==> src/core/dvm_consts.vh <==
// Constants for the playback volume, mute and line-out control block
// Operation
// 8-bit volume code: 00H +6dB, 0.5dB steps to BFH, C0H mutes, reset 0CH
// One volume code sets left and right gain identically
// Applied gain ramps through intermediate codes on a volume change
// Full ramp takes 776/fs when select is 0 (reset), 194/fs when 1
// One code step per sample when fast, one per four samples when slow
// Soft mute set ramps output down to zero in the selected period
// Soft mute cleared ramps gain up from zero to the volume code
// Mute released mid-ramp returns gain to volume code in the same period
// Beep goes to speaker amp when speaker select and beep power are 1
// Beep goes to line amp whenever line select is 1
// Beep mode 0 internal (reset), 1 external; external ignores gain field
// Internal beep gain 0dB to -30dB in 6dB steps, then 3dB to -42dB
// Beep common level 1.15V when select 0 (reset), 1.65V when 1
// DAC-to-line 1 drives DAC onto line outputs, 0 holds common voltage (code drives them only in normal line mode, else zero)
// Line mode from power-save and power: down, normal, save fall or rise
// Line gain 00 0dB, 01 +2dB (reset), 10 +2dB, 11 +4dB, with common level
// Host powers up via power-save first, clears it after up to 300ms
// Host powers down via power-save first, clears it after up to 300ms
`ifndef DVM_CONSTS_VH
`define DVM_CONSTS_VH

// ----------------------------------------
// Register map
// ----------------------------------------
`define DVM_ADDR_VOL   8'h00
`define DVM_ADDR_CTRL  8'h04
`define DVM_ADDR_STAT  8'h08
`define DVM_VOL_RST    8'h0c
`define DVM_VOL_MUTE   8'hc0
`define DVM_CTRL_RST   16'h0400

// ----------------------------------------
// Control bit positions
// ----------------------------------------
`define DVM_C_TSEL   0
`define DVM_C_SOFT_MUTE_REQUEST  1
`define DVM_C_BSPK   2
`define DVM_C_BPWR   3
`define DVM_C_BLINE  4
`define DVM_C_BMODE  5
`define DVM_C_BVCM   6
`define DVM_C_DAC_TO_LINE_SELECT   7
`define DVM_C_LPWR   8
`define DVM_C_LPS    9
`define DVM_C_LG_HI  11
`define DVM_C_LG_LO  10
`define DVM_C_BG_HI  15
`define DVM_C_BG_LO  12

// ----------------------------------------
// Timing
// ----------------------------------------
`define DVM_CLK_HZ     20000000
`define DVM_FS_HZ      48000
`define DVM_FS_DIV     (`DVM_CLK_HZ / `DVM_FS_HZ)
`define DVM_RAMP_FAST  194
`define DVM_RAMP_SLOW  776
`define DVM_SLOW_DIV   (`DVM_RAMP_SLOW / `DVM_RAMP_FAST)
`define DVM_SLOW_LAST  2'd3
// Last count of the fs divider, clk/fs rounded down less one
`define DVM_FS_LAST    9'd415

// ----------------------------------------
// Gain arithmetic and line modes
// ----------------------------------------
`define DVM_GSTEP      8'd12
`define DVM_QBASE      6'd14
`define DVM_POS_MAX    24'h7fffff
`define DVM_NEG_MAX    24'h800000
`define DVM_LM_DOWN    2'd0
`define DVM_LM_NORM    2'd1
`define DVM_LM_FALL    2'd2
`define DVM_LM_RISE    2'd3
`define DVM_BG_BAD     6'h3f

`endif

==> src/core/dvm_top.v <==
// Playback volume, soft mute, beep and line-out control with AHB-Lite slave
`timescale 1ns/1ps
`default_nettype none
`include "dvm_consts.vh"

module dvm_top (
	input  wire        clk,
	input  wire        rst_n,
	input  wire        hsel,
	input  wire [7:0]  haddr,
	input  wire [1:0]  htrans,
	input  wire        hwrite,
	input  wire [2:0]  hsize,
	input  wire [31:0] hwdata,
	input  wire        hready,
	output reg         hreadyout,
	output reg  [31:0] hrdata,
	output reg         hresp,
	input  wire [23:0] dacInLeft,
	input  wire [23:0] dacInRight,
	output reg  [23:0] leftLineOutput,
	output reg  [23:0] rightLineOutput,
	output reg         sampleTick,
	output reg         beepToSpeakerEn,
	output reg         beepToLineEn,
	output reg         beepExtMode,
	output reg  [5:0]  beepAttenDb,
	output reg         beepVcmHigh,
	output reg  [1:0]  lineOutMode,
	output reg  [2:0]  lineGainDb,
	output reg         lineVcmHigh
);

// ----------------------------------------
// Functions
// ----------------------------------------
// Mantissa of 10^(-k/40) in Q1.15
function [16:0] mant;
	input [3:0] k;
	begin
		case (k)
		4'd0:    mant = 17'd32768;
		4'd1:    mant = 17'd30935;
		4'd2:    mant = 17'd29205;
		4'd3:    mant = 17'd27571;
		4'd4:    mant = 17'd26029;
		4'd5:    mant = 17'd24573;
		4'd6:    mant = 17'd23198;
		4'd7:    mant = 17'd21900;
		4'd8:    mant = 17'd20675;
		4'd9:    mant = 17'd19519;
		4'd10:   mant = 17'd18427;
		4'd11:   mant = 17'd17396;
		default: mant = 17'd0;
		endcase
	end
endfunction

// Sample times gain of one code
function [23:0] scale;
	input [23:0] s;
	input [7:0]  code;
	reg   [7:0]         d;
	reg   [7:0]         r;
	reg   signed [41:0] p;
	begin
		d = code / `DVM_GSTEP;
		r = code - d * `DVM_GSTEP;
		p = $signed(s) * $signed({1'b0, mant(r[3:0])});
		p = p >>> (`DVM_QBASE + d[5:0]);
		if (code >= `DVM_VOL_MUTE) begin
			scale = 24'h000000;
		end else if (!p[41] && (|p[41:23])) begin
			scale = `DVM_POS_MAX;
		end else if (p[41] && !(&p[41:23])) begin
			scale = `DVM_NEG_MAX;
		end else begin
			scale = p[23:0];
		end
	end
endfunction

// Internal beep gain code to attenuation in dB
function [5:0] beepDb;
	input [3:0] g;
	begin
		case (g)
		4'd0:    beepDb = 6'd0;
		4'd1:    beepDb = 6'd6;
		4'd2:    beepDb = 6'd12;
		4'd3:    beepDb = 6'd18;
		4'd4:    beepDb = 6'd24;
		4'd5:    beepDb = 6'd30;
		4'd6:    beepDb = 6'd33;
		4'd7:    beepDb = 6'd36;
		4'd8:    beepDb = 6'd39;
		4'd9:    beepDb = 6'd42;
		default: beepDb = `DVM_BG_BAD;
		endcase
	end
endfunction

// ----------------------------------------
// AHB-Lite slave
// ----------------------------------------
reg  [7:0]  volCode_ff;
reg  [15:0] ctrl_ff;
reg  [7:0]  appliedCode_ff;
reg         wrPend_ff;
reg  [7:0]  wrAddr_ff;
reg  [7:0]  nxt_volCode;
reg  [15:0] nxt_ctrl;
reg  [31:0] nxt_rdata;
wire        addrPhase;
wire        ramping;

assign addrPhase = hsel & hready & htrans[1];

always @* begin
	nxt_volCode = volCode_ff;
	nxt_ctrl = ctrl_ff;
	if (wrPend_ff && wrAddr_ff == `DVM_ADDR_VOL) begin
		nxt_volCode = hwdata[7:0];
	end
	if (wrPend_ff && wrAddr_ff == `DVM_ADDR_CTRL) begin
		nxt_ctrl = hwdata[15:0];
	end
end

// Read data forwarded from pending write
always @* begin
	case (haddr)
	`DVM_ADDR_VOL:  nxt_rdata = {24'h000000, nxt_volCode};
	`DVM_ADDR_CTRL: nxt_rdata = {16'h0000, nxt_ctrl};
	`DVM_ADDR_STAT: nxt_rdata = {21'h000000, lineOutMode,
		ramping, appliedCode_ff};
	default:        nxt_rdata = 32'h00000000;
	endcase
end

always @(posedge clk or negedge rst_n) begin
	if (!rst_n) begin
		volCode_ff <= `DVM_VOL_RST;
		ctrl_ff <= `DVM_CTRL_RST;
		wrPend_ff <= 1'b0;
		wrAddr_ff <= 8'h00;
		hrdata <= 32'h00000000;
		hreadyout <= 1'b0;
		hresp <= 1'b0;
	end else begin
		volCode_ff <= nxt_volCode;
		ctrl_ff <= nxt_ctrl;
		hreadyout <= 1'b1;
		hresp <= 1'b0;
		wrPend_ff <= addrPhase & hwrite;
		if (addrPhase) begin
			wrAddr_ff <= haddr;
		end
		if (addrPhase && !hwrite) begin
			hrdata <= nxt_rdata;
		end
	end
end

// ----------------------------------------
// Sample rate divider
// ----------------------------------------
reg  [8:0] fsCnt_ff;
reg        fsTick_ff;
reg  [1:0] slowCnt_ff;
wire       stepTick;

always @(posedge clk or negedge rst_n) begin
	if (!rst_n) begin
		fsCnt_ff <= 9'h000;
		fsTick_ff <= 1'b0;
	end else if (fsCnt_ff == `DVM_FS_LAST) begin
		fsCnt_ff <= 9'h000;
		fsTick_ff <= 1'b1;
	end else begin
		fsCnt_ff <= fsCnt_ff + 9'h001;
		fsTick_ff <= 1'b0;
	end
end

always @(posedge clk or negedge rst_n) begin
	if (!rst_n) begin
		slowCnt_ff <= 2'd0;
	end else if (fsTick_ff) begin
		slowCnt_ff <= slowCnt_ff + 2'd1;
	end
end

// Fast: every sample; slow: every fourth
assign stepTick = fsTick_ff & (ctrl_ff[`DVM_C_TSEL] |
	(slowCnt_ff == `DVM_SLOW_LAST));

// ----------------------------------------
// Soft volume ramp
// ----------------------------------------
reg  [7:0] targetCode;
reg  [7:0] nxt_applied;

always @* begin
	if (ctrl_ff[`DVM_C_SOFT_MUTE_REQUEST]) begin
		targetCode = `DVM_VOL_MUTE;
	end else if (volCode_ff > `DVM_VOL_MUTE) begin
		targetCode = `DVM_VOL_MUTE;
	end else begin
		targetCode = volCode_ff;
	end
end

always @* begin
	nxt_applied = appliedCode_ff;
	if (stepTick && appliedCode_ff < targetCode) begin
		nxt_applied = appliedCode_ff + 8'h01;
	end else if (stepTick && appliedCode_ff > targetCode) begin
		nxt_applied = appliedCode_ff - 8'h01;
	end
end

assign ramping = (appliedCode_ff != targetCode);

always @(posedge clk or negedge rst_n) begin
	if (!rst_n) begin
		appliedCode_ff <= `DVM_VOL_RST;
	end else begin
		appliedCode_ff <= nxt_applied;
	end
end

// ----------------------------------------
// Sample path to line outputs
// ----------------------------------------
reg  [1:0] nxt_lineMode;
wire       lineDrive;

always @* begin
	if (ctrl_ff[`DVM_C_LPS]) begin
		nxt_lineMode = ctrl_ff[`DVM_C_LPWR] ?
			`DVM_LM_RISE : `DVM_LM_FALL;
	end else begin
		nxt_lineMode = ctrl_ff[`DVM_C_LPWR] ?
			`DVM_LM_NORM : `DVM_LM_DOWN;
	end
end

assign lineDrive = ctrl_ff[`DVM_C_DAC_TO_LINE_SELECT] &
	(lineOutMode == `DVM_LM_NORM);

always @(posedge clk or negedge rst_n) begin
	if (!rst_n) begin
		leftLineOutput <= 24'h000000;
		rightLineOutput <= 24'h000000;
		sampleTick <= 1'b0;
	end else begin
		sampleTick <= fsTick_ff;
		if (fsTick_ff && lineDrive) begin
			// Both channels share the applied code
			leftLineOutput <= scale(dacInLeft, appliedCode_ff);
			rightLineOutput <= scale(dacInRight, appliedCode_ff);
		end else if (fsTick_ff) begin
			leftLineOutput <= 24'h000000;
			rightLineOutput <= 24'h000000;
		end
	end
end

// ----------------------------------------
// Beep and line analog control
// ----------------------------------------
always @(posedge clk or negedge rst_n) begin
	if (!rst_n) begin
		beepToSpeakerEn <= 1'b0;
		beepToLineEn <= 1'b0;
		beepExtMode <= 1'b0;
		beepAttenDb <= 6'd0;
		beepVcmHigh <= 1'b0;
		lineOutMode <= `DVM_LM_DOWN;
		lineGainDb <= 3'd2;
		lineVcmHigh <= 1'b1;
	end else begin
		beepToSpeakerEn <= ctrl_ff[`DVM_C_BSPK] &
			ctrl_ff[`DVM_C_BPWR];
		beepToLineEn <= ctrl_ff[`DVM_C_BLINE];
		beepExtMode <= ctrl_ff[`DVM_C_BMODE];
		if (ctrl_ff[`DVM_C_BMODE]) begin
			beepAttenDb <= 6'd0;
		end else begin
			beepAttenDb <= beepDb(
				ctrl_ff[`DVM_C_BG_HI:`DVM_C_BG_LO]);
		end
		beepVcmHigh <= ctrl_ff[`DVM_C_BVCM];
		lineOutMode <= nxt_lineMode;
		case (ctrl_ff[`DVM_C_LG_HI:`DVM_C_LG_LO])
		2'd0:    lineGainDb <= 3'd0;
		2'd1:    lineGainDb <= 3'd2;
		2'd2:    lineGainDb <= 3'd2;
		default: lineGainDb <= 3'd4;
		endcase
		lineVcmHigh <= ctrl_ff[`DVM_C_LG_LO];
	end
end

endmodule // dvm_top
`default_nettype wire

==> config.mk <==
export PLATFORM = sky130hd
export DESIGN_NAME = dvm_top
export DESIGN_NICKNAME = d
export VERILOG_FILES = /design/src/core/dvm_top.v
export VERILOG_INCLUDE_DIRS = /design/src /design/src/core
export SDC_FILE = /design/constraint.sdc
export NUM_CORES = 2
export LEC_CHECK = 0
export BUFFER_PORTS_ARGS = -buffer_cell sky130_fd_sc_hd__clkbuf_2
export CORE_MARGIN = 2
export CORE_UTILIZATION = 70
export DETAILED_ROUTE_END_ITERATION = 8
export PLACE_DENSITY = 0.95
export SYNTH_ARGS = -nofsm -noshare
export SYNTH_HDL_FRONTEND = slang
export SYNTH_SLANG_ARGS = --single-unit
export TNS_END_PERCENT = 5
==> constraint.sdc <==
create_clock -name clk -period 30.4 [get_ports clk]
set_clock_uncertainty 0.1 [all_clocks]
set_input_delay 6.08 -clock clk [delete_from_list [all_inputs] [get_ports clk]]
set_output_delay 6.08 -clock clk [all_outputs]
set_load 0.02 [all_outputs]
==> out/results.txt <==
Yosys top cell area share - 0.358
Die area - 62,200 um2
Area growth from synthesis to layout - 3.48%
Status - complete, no violations
Post-synthesis sequential area ratio - 0.0798
Worst VDD drop - 0.0448 mV
Required time of the critical path - 30,570 ps
# setup viols final - 0
Worst Setup End Kind - flip-flop
Vias in the first global route - 39,912
Commonest cells after routing, fill and taps aside - inv_1 (958), fa_1 (753), nand2_1 (724)
Worst reg-to-reg setup slack - 16,650 ps
Mapped cell area - 42,100 um2
# fillers - 4,010
Boundary Pins - 197
Slew @ Worst Pin - 1210 ps
Clock sinks - 134
Starting DRT DRC Count - 3,882
HPWL Detailed - 92,700 um
Seq. cell area - 3360 um2
Min cycle time layout - 15,280 ps
Global route overflow - 0
EDFF count, synth - 0
Synth area leaders - fa_1 (36%), inv_1 (8.5%), dfrtp_1 (7.5%)
Hold_buf cts - 0
Die Wd - 249 um
CTS clk-pin slew, worst paths - 60 ps
Mapped Cells - 5,088
Via density - 6.45
Slew Viols, Final - 0
Max Buffers Root-to-Sink - 2
DR pass1 iterations - 7
Power per Cell Area - 12.8 nW/um2
Initial Util - 0.711
Multi-input gate area - 34,000 um2
Post-CTS setup buffer count - 0
Routed WL - 122,000 um
Port Buf Inserts - 158
Leakage - 21.0 nW
Mean post-synth cell area - 8.28 um2
Final hold vios - 0
Most common cell after layout, fill and taps aside - inv_1
Number of CTS-inserted buffers - 17
Min-Delay Path Class - flip-flop to flip-flop
Placed Cells - 5,758
Row cnt - 89
DRC violations left - 0
Vias post-DR - 37,351
Worst relative slew slack - 0.182
Cell taking the most area after synthesis - fa_1
Post-DRT Antenna Nets - 0
Post-cts resize count - 0
CP Max Fanout - 22
WL per Instance - 21.1 um
Core Region - 59,200 um2
Die Ht - 249 um
Max-Cap Viols - 0
Final GP Congestion - 1.03
Critical path class - input port to flip-flop
Startpoint types - input port
Final cycle utilization of the critical path - 0.502
Initial antenna violation count - 2
Max Fclk - 65.5 MHz
Clock latency on the worst-skew pair - 440 ps
CTS tree - built
R2R depth - 37
First-pass GRT wire length - 202,000 um
Flops & latches, synth - 134
H-tree levels - 4
RSZ-0062 raised after global routing - false
Hold path depth - 0
Yosys cell types - 117
Post-Layout Cell Count - 5,793
Crit path DAT - 15,450 ps
Ys async rst share - 1.00
Total negative setup slack - 0 ps
Yosys warns - 0
Layout cells sized above 1 - 0.0722
Largest net degree at the start of global routing - 94
Ys flop type - dfrtp_1
Overall routing resource usage - 0.404
Nets - 6,086
Clock Tree Root - clkbuf_16
## critical path, stage by stage
cell      delay (ps)
clkbuf_2         300
nand2_1          180
inv_1            160
fa_1             540
fa_1             900
inv_1            380
fa_1             600
inv_1             60
fa_1             540
inv_1             60
fa_1             480
inv_1             40
ha_1             520
nand2_1          210
nor2_1           230
nand2_1          110
a211o_1          260
a21boi_0         470
nor3_1           100
o311ai_1         810
o221ai_1         370
a21oi_1          400
nand4_1          150
nor4_1           340
o32ai_1          310
nand2b_1         650
nand3_1          170
## routing by layer
| metal | share of wire | wire length [um] | vias to the layer above | global-route usage |
|---|---|---|---|---|
| met1 | 0.34 | 41700 | 18119 | 0.470 |
| met3 | 0.092 | 11200 | 788 | 0.0731 |
| met4 | 0.070 | 8520 | 0 | 0.245 |
| li1 | - | - | 16007 | - |
| met2 | 0.50 | 61000 | 2437 | 0.697 |
| met5 | 0 | 0 | - | 0 |
## Yosys cell counts, types with 13 or more instances
master / n
and3_1: 32
clkbuf_1: 207
a22oi_1: 16
buf_2: 45
a21oi_1: 235
nor2_1: 217
o22ai_1: 16
dfrtp_1: 127
a21o_1: 40
nand2b_1: 22
ha_1: 231
mux2_2: 51
fa_1: 753
buf_4: 34
o21ai_0: 152
a211oi_1: 46
xnor2_1: 44
o21ai_1: 32
o21bai_1: 13
or3_1: 15
a31oi_1: 27
xor2_1: 32
nand3_1: 67
o21a_1: 14
o211ai_1: 71
mux2i_1: 88
nand2_1: 724
nor3_1: 47
and2_1: 353
nor4_1: 23
inv_1: 958
nand4_1: 25
a221o_1: 23
## where the power goes
group          internal [mW]  switching (mW)  total, mW
sequential             0.187         0.00599      0.193
clock                  0.135          0.0876      0.223
combinational         0.0463          0.0973      0.144
total                  0.368           0.191      0.559
## path summary, 6_finish.rpt
| kind | to | from |
|---|---|---|
| worst max register to register | rightLineOutput[0] | appliedCode_ff[7] |
| min in group asynchronous | leftLineOutput[6] | rst_n |
| max in group asynchronous | ctrl_ff[4] | rst_n |
| worst max-delay path | leftLineOutput[10] | dacInLeft[23] |
| worst min register to register | lineVcmHigh | ctrl_ff[10] |
| worst min-delay path | lineVcmHigh | ctrl_ff[10] |
## flip-flops by register name (all words and copies together) (netlist names), 2 cells and up
signal,cells
leftLineOutput,24
rightLineOutput,24
ctrl_ff,16
hrdata,16
fsCnt_ff,9
appliedCode_ff,8
volCode_ff,8
wrAddr_ff,8
beepAttenDb,6
lineGainDb,2
lineOutMode,2
slowCnt_ff,2
## logic make-up (layout without fill, tap and decap cells)
kind of cell,after synthesis,in the layout,share of synthesized area
AOI/OAI and AO/OA,872,872,0.139
xor gates and xnor gates,78,78,0.0167
adders and majority gates,986,986,0.427
buffers and inverters,1276,1188,0.120
DFF,134,134,0.0798
muxes,142,142,0.0362
other,2,22,0.000178
and+or+nand+nor,1598,1598,0.181
## per-stage QoR
step / cell area (um2) / hold WS, ps / utilization / setup WS, ps / power [mW]
after floorplan: 42200 / 249 / - / 16700 / 0.286
after global placement: 43000 / 252 / 0.725 / 15300 / 0.329
after detailed placement: 43000 / 262 / 0.725 / 15010 / 0.333
after CTS: 43600 / 275 / 0.736 / 15400 / 0.554
after global routing: 43600 / 285 / 0.736 / 14670 / 0.577
final: 43600 / 275 / 0.736 / 15120 / 0.559
## area by class of cell
type                    count  area share
multi-input cells        3695       0.779
inverters                 962      0.0828
flip-flops and latches    134      0.0771
repair buffers            194      0.0244
well taps                 773      0.0222
clock buffers              20      0.0105
clock inverters            12     0.00382
diodes                      3    0.000172
Note: power is estimated with default switching activity, not from simulation.
